`src/cgr_pkg.sv`:
```
// constants, field layout and carrier types for the codec global
// configuration register group; assumes an 8-bit byte-command host port.
// Behaviour
// four channel program enables, reset clear, gate local register commands
// four-bit master clock code decodes to nine rates, 2.048 MHz at reset
// law bit 0 selects A-law (reset), 1 selects mu-law
// format bit 0 compressed code (reset), 1 linear code
// slope bit 2: 0 single clock (reset), 1 double clock
// slope bits 1:0 choose transmit and receive bit clock edges
// three-bit slot offset delays both time slots 0 to 7 clocks
// ring polarity 0 activates low-to-high (reset), 1 high-to-low
// hook polarity 0 active low (reset), 1 active high
// source pick 0 uses hook input (reset), 1 uses ground-key input
// ring trip inactive while enable bit 0 (reset), active when 1
// pick 011 bank one, 101 bank three, 110 fixed output a
// pick 100 bank two, 111 fixed output b
// enabled ring trip returns selected output inactive on off-hook
// status register low nibble shows debounced hook state, channel 1 bit 0
// status register high nibble shows debounced ground key, channel 1 bit 4
// bank one direction bit 1 makes pin output, reset input
// bank one data reads pin when input, drives pin when output
// bank two direction bit 1 makes pin output, reset input
// bank two data reads pin when input, drives pin when output
// command bit 7 selects write; offsets 25h to 2ah, 28h read only
// host writes zero to reserved bits, ignores them on read
package cgr_pkg;
  localparam int         NCH          = 4;
  localparam int         CMD_WR_POS   = 7;
  localparam logic [6:0] REG_CLK_CE   = 7'h25;
  localparam logic [6:0] REG_PCM      = 7'h26;
  localparam logic [6:0] REG_RING     = 7'h27;
  localparam logic [6:0] REG_STATUS   = 7'h28;
  localparam logic [6:0] REG_BANK1    = 7'h29;
  localparam logic [6:0] REG_BANK2    = 7'h2a;
  // field positions
  localparam int CE_LSB    = 4;
  localparam int SEL_LSB   = 0;
  localparam int LAW_POS   = 7;
  localparam int VFMT_POS  = 6;
  localparam int DBL_POS   = 5;
  localparam int EDGE_LSB  = 3;
  localparam int OFS_LSB   = 0;
  localparam int RPOL_POS  = 7;
  localparam int HPOL_POS  = 5;
  localparam int SRC_POS   = 4;
  localparam int TRIP_POS  = 3;
  localparam int PICK_LSB  = 0;
  localparam int DIR_LSB   = 4;
  localparam int DATA_LSB  = 0;
  // reset values
  localparam logic [7:0] RST_CLK_CE = 8'h02;
  localparam logic [7:0] RST_PCM    = 8'h00;
  localparam logic [7:0] RST_RING   = 8'h00;
  localparam logic [7:0] RST_BANK   = 8'h00;
  localparam logic [7:0] RING_RSVD_MASK = 8'hbf;
  // master clock codes and rates in kHz
  localparam logic [3:0]  MC_8192 = 4'h0;
  localparam logic [3:0]  MC_4096 = 4'h1;
  localparam logic [3:0]  MC_2048 = 4'h2;
  localparam logic [3:0]  MC_1536 = 4'h6;
  localparam logic [3:0]  MC_1544 = 4'he;
  localparam logic [3:0]  MC_3072 = 4'h5;
  localparam logic [3:0]  MC_3088 = 4'hd;
  localparam logic [3:0]  MC_6144 = 4'h4;
  localparam logic [3:0]  MC_6176 = 4'hc;
  // ring output pick codes
  localparam logic [2:0] PICK_B1 = 3'h3;
  localparam logic [2:0] PICK_B2 = 3'h4;
  localparam logic [2:0] PICK_B3 = 3'h5;
  localparam logic [2:0] PICK_FA = 3'h6;
  localparam logic [2:0] PICK_FB = 3'h7;
  // timing
  localparam int CLK_PERIOD_PS = 5000;
  localparam int DEB_TIME_NS   = 1000;
  localparam int DEB_CYCLES    = (DEB_TIME_NS * 1000) / CLK_PERIOD_PS;
  localparam int PIN_CYCLES    = 1;

  typedef struct packed {
    logic       law_mu;
    logic       voice_linear;
    logic       double_clk;
    logic       tx_falling;
    logic       rx_rising;
    logic [2:0] slot_offset;
  } cgr_pcm_cfg_t;

  typedef struct packed {
    logic [13:0] khz;
    logic        ok;
  } cgr_mclk_t;
endpackage

```
`src/cgr_global_regs.sv`:
```
// global configuration and signalling registers of a quad pcm codec
// assumes a host byte-command port on the same clock, one command a cycle
`timescale 1ns/1ps
module cgr_global_regs
  import cgr_pkg::*;
(
  input  wire logic           clk_in,
  input  wire logic           rst_b_in,
  input  wire logic           cmd_valid_in,
  input  wire logic [7:0]     cmd_byte_in,
  input  wire logic [7:0]     wr_data_in,
  output logic      [7:0]     rd_data_out,
  output logic                rd_valid_out,
  input  wire logic           local_req_in,
  output logic      [NCH-1:0] local_req_ch_out,
  output logic      [NCH-1:0] ch_prog_en_out,
  output logic      [3:0]     mclk_sel_out,
  output cgr_mclk_t           mclk_out,
  output cgr_pcm_cfg_t        pcm_cfg_out,
  input  wire logic [NCH-1:0] hook_in_pin_in,
  input  wire logic [NCH-1:0] gndkey_in_pin_in,
  input  wire logic [NCH-1:0] sig_bank_one_pin_in,
  output logic      [NCH-1:0] sig_bank_one_pin_out,
  output logic      [NCH-1:0] sig_bank_one_pin_oe_out,
  input  wire logic [NCH-1:0] sig_bank_two_pin_in,
  output logic      [NCH-1:0] sig_bank_two_pin_out,
  output logic      [NCH-1:0] sig_bank_two_pin_oe_out,
  input  wire logic [NCH-1:0] ring_req_in,
  input  wire logic [NCH-1:0] sig_bank_three_dir_in,
  output logic      [NCH-1:0] sig_bank_three_force_out,
  output logic                sig_bank_three_level_out,
  output logic      [NCH-1:0] fixed_out_a_out,
  output logic      [NCH-1:0] fixed_out_b_out,
  output logic      [NCH-1:0] ring_trip_out
);
  logic [7:0]     clk_ce_q;
  logic [7:0]     pcm_q;
  logic [7:0]     ring_q;
  logic [7:0]     bank1_q;
  logic [7:0]     bank2_q;
  logic [NCH-1:0] trip_q;
  logic [NCH-1:0] hook_deb;
  logic [NCH-1:0] gk_deb;
  logic [NCH-1:0] b1_sync;
  logic [NCH-1:0] b2_sync;
  logic [NCH-1:0] b1_rd;
  logic [NCH-1:0] b2_rd;
  logic [NCH-1:0] hook_src;
  logic [NCH-1:0] offhook;
  logic [NCH-1:0] force_b1;
  logic [NCH-1:0] force_b2;
  logic [6:0]     addr;
  logic           is_wr;
  logic           is_rd;
  logic           wr_ce;
  logic           wr_pcm;
  logic           wr_ring;
  logic           wr_b1;
  logic           wr_b2;
  logic           rd_hit;
  logic [7:0]     rd_mux;
  logic [2:0]     pick;
  logic           ring_pol;
  logic           act_lvl;

  // command decode
  assign addr    = cmd_byte_in[6:0];
  assign is_wr   = cmd_valid_in && cmd_byte_in[CMD_WR_POS];
  assign is_rd   = cmd_valid_in && !cmd_byte_in[CMD_WR_POS];
  assign wr_ce   = is_wr && addr == REG_CLK_CE;
  assign wr_pcm  = is_wr && addr == REG_PCM;
  assign wr_ring = is_wr && addr == REG_RING;
  assign wr_b1   = is_wr && addr == REG_BANK1;
  assign wr_b2   = is_wr && addr == REG_BANK2;

  always_ff @(posedge clk_in or negedge rst_b_in) begin
    if (!rst_b_in) begin
      clk_ce_q <= RST_CLK_CE;
    end else if (wr_ce) begin
      clk_ce_q <= wr_data_in;
    end
  end

  always_ff @(posedge clk_in or negedge rst_b_in) begin
    if (!rst_b_in) begin
      pcm_q <= RST_PCM;
    end else if (wr_pcm) begin
      pcm_q <= wr_data_in;
    end
  end

  // reserved bit kept at zero so it always reads back clear
  always_ff @(posedge clk_in or negedge rst_b_in) begin
    if (!rst_b_in) begin
      ring_q <= RST_RING;
    end else if (wr_ring) begin
      ring_q <= wr_data_in & RING_RSVD_MASK;
    end
  end

  // bank one direction and data
  always_ff @(posedge clk_in or negedge rst_b_in) begin
    if (!rst_b_in) begin
      bank1_q <= RST_BANK;
    end else if (wr_b1) begin
      bank1_q <= wr_data_in;
    end
  end

  // bank two direction and data
  always_ff @(posedge clk_in or negedge rst_b_in) begin
    if (!rst_b_in) begin
      bank2_q <= RST_BANK;
    end else if (wr_b2) begin
      bank2_q <= wr_data_in;
    end
  end

  // channel enable gate
  assign ch_prog_en_out   = clk_ce_q[CE_LSB +: NCH];
  assign local_req_ch_out = {NCH{local_req_in}} & ch_prog_en_out;

  // master clock decode
  assign mclk_sel_out = clk_ce_q[SEL_LSB +: 4];
  always_comb begin
    mclk_out.ok = 1'b1;
    case (mclk_sel_out)
      MC_8192: mclk_out.khz = 14'd8192;
      MC_4096: mclk_out.khz = 14'd4096;
      MC_2048: mclk_out.khz = 14'd2048;
      MC_1536: mclk_out.khz = 14'd1536;
      MC_1544: mclk_out.khz = 14'd1544;
      MC_3072: mclk_out.khz = 14'd3072;
      MC_3088: mclk_out.khz = 14'd3088;
      MC_6144: mclk_out.khz = 14'd6144;
      MC_6176: mclk_out.khz = 14'd6176;
      default: begin
        mclk_out.khz = 14'd0;
        mclk_out.ok  = 1'b0;
      end
    endcase
  end

  // law select
  assign pcm_cfg_out.law_mu       = pcm_q[LAW_POS];
  // voice format
  assign pcm_cfg_out.voice_linear = pcm_q[VFMT_POS];
  // single or double
  assign pcm_cfg_out.double_clk   = pcm_q[DBL_POS];
  // edge choice
  assign pcm_cfg_out.tx_falling   = pcm_q[EDGE_LSB + 1];
  assign pcm_cfg_out.rx_rising    = pcm_q[EDGE_LSB];
  // slot offset
  assign pcm_cfg_out.slot_offset  = pcm_q[OFS_LSB +: 3];

  // hook and ground key pins get the long hold-off filter
  cgr_in_sync #(
    .W       (2 * NCH),
    .DEB_CNT (DEB_CYCLES)
  ) u_hook_sync (
    .clk_in    (clk_in),
    .rst_b_in  (rst_b_in),
    .pin_in    ({gndkey_in_pin_in, hook_in_pin_in}),
    .level_out ({gk_deb, hook_deb})
  );

  cgr_in_sync #(
    .W       (2 * NCH),
    .DEB_CNT (PIN_CYCLES)
  ) u_bank_sync (
    .clk_in    (clk_in),
    .rst_b_in  (rst_b_in),
    .pin_in    ({sig_bank_two_pin_in, sig_bank_one_pin_in}),
    .level_out ({b2_sync, b1_sync})
  );

  assign pick     = ring_q[PICK_LSB +: 3];
  assign ring_pol = ring_q[RPOL_POS];
  // active level
  assign act_lvl  = ~ring_pol;

  // hook source pick
  assign hook_src = ring_q[SRC_POS] ? gk_deb : hook_deb;
  // hook polarity
  assign offhook  = ring_q[HPOL_POS] ? hook_src : ~hook_src;

  // trip latch follows the off-hook level while enabled
  always_ff @(posedge clk_in or negedge rst_b_in) begin
    if (!rst_b_in) begin
      trip_q <= '0;
    end else begin
      trip_q <= ring_q[TRIP_POS] ? offhook : '0;
    end
  end
  assign ring_trip_out = trip_q;

  // bank outputs forced inactive only when set as outputs
  assign force_b1 = (pick == PICK_B1) ? (trip_q & bank1_q[DIR_LSB +: NCH])
                                      : '0;
  assign force_b2 = (pick == PICK_B2) ? (trip_q & bank2_q[DIR_LSB +: NCH])
                                      : '0;

  // bank one pins
  cgr_sig_bank u_bank1 (
    .clk_in         (clk_in),
    .rst_b_in       (rst_b_in),
    .dir_in         (bank1_q[DIR_LSB +: NCH]),
    .data_in        (bank1_q[DATA_LSB +: NCH]),
    .force_in       (force_b1),
    .force_level_in (ring_pol),
    .pin_sync_in    (b1_sync),
    .pin_out        (sig_bank_one_pin_out),
    .pin_oe_out     (sig_bank_one_pin_oe_out),
    .readback_out   (b1_rd)
  );

  // bank two pins
  cgr_sig_bank u_bank2 (
    .clk_in         (clk_in),
    .rst_b_in       (rst_b_in),
    .dir_in         (bank2_q[DIR_LSB +: NCH]),
    .data_in        (bank2_q[DATA_LSB +: NCH]),
    .force_in       (force_b2),
    .force_level_in (ring_pol),
    .pin_sync_in    (b2_sync),
    .pin_out        (sig_bank_two_pin_out),
    .pin_oe_out     (sig_bank_two_pin_oe_out),
    .readback_out   (b2_rd)
  );

  // bank three override and fixed outputs
  always_ff @(posedge clk_in or negedge rst_b_in) begin
    if (!rst_b_in) begin
      sig_bank_three_force_out <= '0;
      sig_bank_three_level_out <= 1'b0;
      fixed_out_a_out          <= '0;
      fixed_out_b_out          <= '0;
    end else begin
      sig_bank_three_level_out <= ring_pol;
      sig_bank_three_force_out <= (pick == PICK_B3)
                                  ? (trip_q & sig_bank_three_dir_in) : '0;
      for (int c = 0; c < NCH; c++) begin
        fixed_out_a_out[c] <= (pick == PICK_FA && ring_req_in[c] &&
                               !trip_q[c]) ? act_lvl : ring_pol;
        fixed_out_b_out[c] <= (pick == PICK_FB && ring_req_in[c] &&
                               !trip_q[c]) ? act_lvl : ring_pol;
      end
    end
  end

  // read mux
  always_comb begin
    rd_hit = 1'b1;
    if (addr == REG_CLK_CE) begin
      rd_mux = clk_ce_q;
    end else if (addr == REG_PCM) begin
      rd_mux = pcm_q;
    end else if (addr == REG_RING) begin
      rd_mux = ring_q;
    end else if (addr == REG_STATUS) begin
      rd_mux = {gk_deb, hook_deb};
    end else if (addr == REG_BANK1) begin
      rd_mux = {bank1_q[DIR_LSB +: NCH], b1_rd};
    end else if (addr == REG_BANK2) begin
      rd_mux = {bank2_q[DIR_LSB +: NCH], b2_rd};
    end else begin
      rd_mux = 8'h00;
      rd_hit = 1'b0;
    end
  end

  // other command codes belong to other blocks and get no answer here
  always_ff @(posedge clk_in or negedge rst_b_in) begin
    if (!rst_b_in) begin
      rd_data_out  <= 8'h00;
      rd_valid_out <= 1'b0;
    end else begin
      rd_valid_out <= is_rd && rd_hit;
      if (is_rd && rd_hit) begin
        rd_data_out <= rd_mux;
      end
    end
  end
endmodule

```
`src/cgr_in_sync.sv`:
```
// three-stage synchroniser with agreement check and hold-off filter
// assumes inputs come from pins outside the clock domain
`timescale 1ns/1ps
module cgr_in_sync
  import cgr_pkg::*;
#(
  parameter int W       = 4,
  parameter int DEB_CNT = 1
) (
  input  wire logic         clk_in,
  input  wire logic         rst_b_in,
  input  wire logic [W-1:0] pin_in,
  output logic      [W-1:0] level_out
);
  localparam int CW = $clog2(DEB_CNT + 1);
  localparam logic [CW-1:0] LAST = CW'(DEB_CNT - 1);

  for (genvar i = 0; i < W; i++) begin : g_bit
    logic          s1_q;
    logic          s2_q;
    logic          s3_q;
    logic [CW-1:0] cnt_q;
    always_ff @(posedge clk_in or negedge rst_b_in) begin
      if (!rst_b_in) begin
        s1_q <= 1'b0;
        s2_q <= 1'b0;
        s3_q <= 1'b0;
      end else begin
        s1_q <= pin_in[i];
        s2_q <= s1_q;
        s3_q <= s2_q;
      end
    end
    // a change counts only once stages two and three agree long enough
    always_ff @(posedge clk_in or negedge rst_b_in) begin
      if (!rst_b_in) begin
        cnt_q        <= '0;
        level_out[i] <= 1'b0;
      end else if (s2_q != s3_q || s3_q == level_out[i]) begin
        cnt_q <= '0;
      end else if (cnt_q == LAST) begin
        cnt_q        <= '0;
        level_out[i] <= s3_q;
      end else begin
        cnt_q <= cnt_q + 1'b1;
      end
    end
  end
endmodule

```
`src/cgr_sig_bank.sv`:
```
// one bank of four bidirectional signalling pins with ring override
// assumes direction and data registers live in the parent
`timescale 1ns/1ps
module cgr_sig_bank
  import cgr_pkg::*;
(
  input  wire logic           clk_in,
  input  wire logic           rst_b_in,
  input  wire logic [NCH-1:0] dir_in,
  input  wire logic [NCH-1:0] data_in,
  input  wire logic [NCH-1:0] force_in,
  input  wire logic           force_level_in,
  input  wire logic [NCH-1:0] pin_sync_in,
  output logic      [NCH-1:0] pin_out,
  output logic      [NCH-1:0] pin_oe_out,
  output logic      [NCH-1:0] readback_out
);
  for (genvar c = 0; c < NCH; c++) begin : g_ch
    always_ff @(posedge clk_in or negedge rst_b_in) begin
      if (!rst_b_in) begin
        pin_out[c]    <= 1'b0;
        pin_oe_out[c] <= 1'b0;
      end else begin
        pin_oe_out[c] <= dir_in[c];
        pin_out[c]    <= force_in[c] ? force_level_in : data_in[c];
      end
    end
    // inputs show the pin, outputs show what was written
    assign readback_out[c] = dir_in[c] ? data_in[c] : pin_sync_in[c];
  end
endmodule

```
`config.mk`:
```
export PLATFORM = sky130hd
export DESIGN_NAME = cgr_global_regs
export DESIGN_NICKNAME = d
export VERILOG_FILES = /design/src/cgr_pkg.sv /design/src/cgr_global_regs.sv /design/src/cgr_in_sync.sv /design/src/cgr_sig_bank.sv
export SDC_FILE = /design/constraint.sdc
export NUM_CORES = 1
export LEC_CHECK = 0
export ABC_AREA = 1
export BUFFER_PORTS_ARGS = -buffer_cell sky130_fd_sc_hd__buf_2
export CAP_MARGIN = 10
export CORE_ASPECT_RATIO = 0.5
export CORE_MARGIN = 5
export CORE_UTILIZATION = 50
export DETAILED_ROUTE_END_ITERATION = 8
export GPL_ROUTABILITY_DRIVEN = 0
export HOLD_SLACK_MARGIN = 0.08
export PLACE_DENSITY = 0.71
export SETUP_SLACK_MARGIN = 0.5
export SYNTH_ARGS = -nofsm -noshare
export SYNTH_HDL_FRONTEND = slang
export SYNTH_SLANG_ARGS = --single-unit
```
`constraint.sdc`:
```
create_clock -name clk_in -period 1.8 [get_ports clk_in]
set_clock_uncertainty 0.1 [all_clocks]
set_input_delay 0.18 -clock clk_in [delete_from_list [all_inputs] [get_ports clk_in]]
set_output_delay 0.18 -clock clk_in [all_outputs]
set_load 0.02 [all_outputs]
```
# Word-level counts from Yosys, hierarchy flattened
# Index checks and enable logic that the tools add are counted.
[totals]
regBits = 217
in_bits = 44
[op_classes]
add_sub_neg = 16
eq_ne = 59
muxes = 76
bitwise_logic = 30
n_reduce_logical = 63
[op_table]
columns = ["op", "n"]
rows = [
  ["2-to-1 mux 8 bit", 22],
  ["one-hot mux 14 bit (9 select lines)", 1],
  ["adder 8 x 1 -> 8 bit (second input constant)", 8],
  ["equality test 8 bit (second input constant)", 8],
  ["2-to-1 mux 1 bit", 47],
  ["equality test 7 x 6 -> 1 bit (second input constant)", 6],
  ["AND reduction 2 bit", 16],
  ["inverter 1 bit", 25],
  ["logical AND 1 bit", 24],
  ["2-to-1 mux 4 bit", 6],
  ["AND 4 bit", 4],
  ["equality test 1 bit", 16],
  ["logical OR 1 bit", 16],
  ["inequality test 1 bit", 16],
  ["equality test 3 bit (second input constant)", 4],
  ["equality test 4 x 3 -> 1 bit (second input constant)", 3],
  ["equality test 4 bit (second input constant)", 3],
  ["OR reduction 9 bit", 1],
  ["adder 1 bit (second input constant)", 8],
  ["logical NOT 1 bit", 5],
  ["equality test 4 x 1 -> 1 bit (second input constant)", 1],
  ["equality test 4 x 2 -> 1 bit (second input constant)", 1],
  ["logical NOT 4 bit", 1],
  ["inverter 4 bit", 1],
  ["equality test 3 x 2 -> 1 bit (second input constant)", 1],
]

# Longest topological paths before layout
[depth]
ltp_word = 8
mapped_depth = 11

# By module
# A second synthesis with hierarchy kept.
[hier_totals]
cells_unflattened = 1133
area_unflattened_um2 = 9565.4
[by_module_without_submodules]
columns = ["mod", "n_inst", "cells_each", "area_each_um2", "seq_area_each_um2"]
rows = [
  ["cgr_in_sync at u_hook_sync", 1, 577, 4737.0, 2402.3],
  ["cgr_global_regs", 1, 412, 3256.9, 1627.8],
  ["cgr_in_sync at u_bank_sync", 1, 64, 930.9, 800.8],
  ["cgr_sig_bank", 2, 40, 320.3, 200.2],
]

# Worst setup path after synthesis
# No wires, ideal clock.
[synth_path]
path_kind = "register -> output"
startpoint = "register clk_ce_q[1]"
endpoint = "output mclk_out[11] (netlist name)"
arrival_time_ps = 1422
required_ps = 1520
setup_slack_ps = 98
path_stages_with_launch = 4
path_buffers = 1
path_cell_list = "dfstp_2 -> clkbuf_1 -> nor2_1 -> nor3_1"
[synth_lines]
columns = ["item", "line_no", "rtl"]
rows = [
  ["start, declared", "cgr_global_regs.sv:36", "logic [7:0] clk_ce_q;"],
  ["start signal, assigned", "cgr_global_regs.sv:80", "clk_ce_q <= wr_data_in;"],
  ["end, declared", "cgr_global_regs.sv:18", "output cgr_mclk_t mclk_out,"],
]

==> impl_metrics.csv <==
group,metric,value,unit
status,status,"finished, violations left",
status,violations,"negative setup slack",
pwr,total_leakage_power,0.006352,uW
logic_synthesis,ys_async_sr_fraction,100.0,%
pwr,switching_share,24.72,%
clock_network,cts.sinks,209,
logic_synthesis,syn_avg_cell_area,9.111,um^2
sta,rsz0062_at_grt,"true",
finish,largest_register_ffs,64,
setup_path,worstPathArrival,1.52,ns
routing,dr_wl_met2,12960,um
sta,max_freq,555.3,MHz
logic_synthesis,ys_seq_area_share,59.56,%
min_path,hp-class,"input port to asynchronous set/reset pin",
clock_network,cts.htree.levels,1,
clock_network,clk_pin_slew_worst_paths,0.08,ns
sta,timing.final.crit_period,1.801,ns
logic_synthesis,syn_inst,964,
routing,top_layer,"met4",
logic_synthesis,yosys.area.top_type_share,59.26,%
routing,first_pass_iters,6,
global_routing,grt_overflow,0,
global_routing,track_usage,21.68,%
routing,drtIter0Drc,809,
pwr,pwr-share-comb,10.8,%
sta,setup_viol,1,
routing,postRouteAntennaNets,0,
finish,antenna_cells,0,
clock_network,clk_latency,0.50,ns
finish,regMostFlops,"u_hook_sync.g_bit.cnt_q",
logic_synthesis,synth_edf_count,0,
pwr,vdd_drop_max,0.6075,mV
routing,wl_met1,9637,um
sta,fin_crit_sh,100.0,%
logic_synthesis,ys_types,35,
global_routing,antenna_found_initial,0,
finish,area.sequential,5263,um^2
logic_synthesis,synth-main-ff-cell,"dfrtp_1",
sta,hold_violations,0,
sta,whs,0.02699,ns
finish,fillers,1003,
floorplanning,fp-row-count,34,
pwr,power,10290,uW
finish,final_area,13040,um^2
logic_synthesis,synth_most_common_cell,"dfrtp_1",
pwr,switchingPower,2544,uW
floorplanning,core-area,17310,um^2
finish,syn2layout_area_growth,48.40,%
pwr,internal_power,7748,uW
setup_path,crit_fanout,7,
placed_design,dp_hpwl,14030,um
pwr,p_per_area,789.6,nW/um^2
logic_synthesis,synth_area,8783,um^2
finish,final_nets,1300,
setup_path,cp.required,1.52,ns
routing,drc,0,
routing,via_count,7937,
logic_synthesis,ys_top_cells_by_area,"dfrtp_1, nand2_1, inv_1",
setup_path,critPathCaptureType,"output port",
floorplanning,die_area,20480,um^2
floorplanning,start_util,50.73,%
setup_path,startpoint_type,"register",
global_routing,grt_max_degree,59,
finish,multi_input_area,3936,um^2
logic_synthesis,ys_top_cells_by_count,"dfrtp_1, nand2_1, inv_1, nor2_1, o21ai_0",
logic_synthesis,yosys_warnings,0,
floorplanning,num_io_pins,121,
logic_synthesis,ys_ff_latch,209,
finish,layout-drive-gt1-share,41.24,%
routing,wl_per_cell,16.83,um
placed_design,io_buffers,114,
global_routing,grt_pass1_vias,7496,
clock_network,cts_buffers,19,
clock_network,cts_root_buffer,"clkbuf_16",
setup_path,crit_type,"register to output port",
global_routing,grt_pass1_wl,36670,um
placed_design,placed_area,9806,um^2
floorplanning,die_w,197.4,um
clock_network,clockBufferDepth,3,
floorplanning,die_h,103.7,um
sta,finalSetupTns,-0.0007886,ns
routing,drt-total-wl,25160,um
clock_network,cts_tree,"built",
routing,met3_wirelength,1600,um
sta,setup_slack,-0.0007886,ns
run,max_cap_violations,0,
routing,viasPerCell,5.309,
pwr,seqPwrFrac,49.0,%
sta,finalMaxSlewViolations,0,
pwr,pwr-share-clk,40.2,%
logic_synthesis,synth_top_area_cell,"dfrtp_1",
## stage by stage
| step | cells | util (%) | setup WS [ns] |
|---|---|---|---|
| 2_1_floorplan | 969 | - | 0.4187 |
| 3_3_place_gp | 1314 | 56.63 | 0.1485 |
| 3_5_place_dp | 1314 | 56.63 | 0.1175 |
| 4_1_cts | 1440 | 67.71 | 0.009723 |
| 5_1_grt | 1495 | 75.29 | -0.03965 |
| 6_report | 1495 | 75.29 | -0.0007886 |
## critical path, stage by stage, from the launching register on
cell and delay, ns:
dfstp_2 0.63, inv_2 0.09, nor3_4 0.14, buf_6 0.15
## final cells by class
class | count | share of cell area (%)
clock buffer | 29 | 4.396
clock inverter | 5 | 0.4415
inverter | 125 | 3.859
multi-input combinational | 616 | 30.20
sequential | 209 | 40.37
tap | 234 | 2.246
timing repair buffer | 277 | 18.49
## cells in the final DEF, fill, tap and decap left out, drive strengths merged
cell type	n
buf	241
dfrtp	208
nand2	205
inv	127
nor2	122
o21ai	101
nand3	52
nor3	45
dlygate4sd3	35
clkbuf	30
a21oi	28
nand4	11
xor2	9
maj3	8
ha	8
a31oi	7
conb	6
xnor2	5
or2	3
nand3b	2
clkinv	2
nor3b	1
o21a	1
o31a	1
nor4	1
dfstp	1
bufinv	1
## cell families after synthesis
logic type	Yosys count	synth area share, %
compound gates	138	8.376
xor+xnor	14	1.396
fa+ha+maj	16	2.051
buf+inv	144	6.852
flops	209	59.56
other cells	1	0.04269
simple gates	442	21.72
## repair_timing
| action | 4_1_cts | 5_1_grt |
|---|---|---|
| cloned | 0 | 0 |
| pin swaps | 40 | 90 |
| hold buffers | 33 | 2 |
| hold endpoints to repair | 275 | 9 |
| buffers inserted | 59 | 53 |
| setup endpoints to repair | 117 | 157 |
| resized for setup | 185 | 263 |
## layer usage
layer / track usage (%) / up-vias
li1: - / 3666
met5: 0 / -
met4: 5.836 / 0
met3: 3.665 / 104
met1: 28.18 / 3856
met2: 37.80 / 311
## power by group through the flow
stage          clock [uW]  sequential, uW  combinational, uW
2_1_floorplan           0            5130                314
3_3_place_gp            0            5110                647
3_5_place_dp            0            5120                661
4_1_cts              4180            5010                921
5_1_grt              4390            5060               1200
6_report             4140            5050               1110
## path summary, 6_finish.rpt
kind	from	end	slack [ns]	cells after the start
setup / recovery	clk_ce_q[1]	mclk_out[4]	-0.0008	3
hold / removal	rst_b_in	u_bank_sync.g_bit[2].s1_q	0.03	2
setup reg to reg	u_hook_sync.g_bit[1].cnt_q[0]	u_hook_sync.g_bit[1].cnt_q[7]	0.29	7
hold reg to reg	u_bank_sync.g_bit[7].s1_q	u_bank_sync.g_bit[7].s2_q	0.25	0
max in group asynchronous	rst_b_in	u_hook_sync.level_out[0]	0.44	3
min in group clk_in	cmd_valid_in	rd_valid_out	0.11	5
No activity file was read; power rests on OpenSTA's default activity.
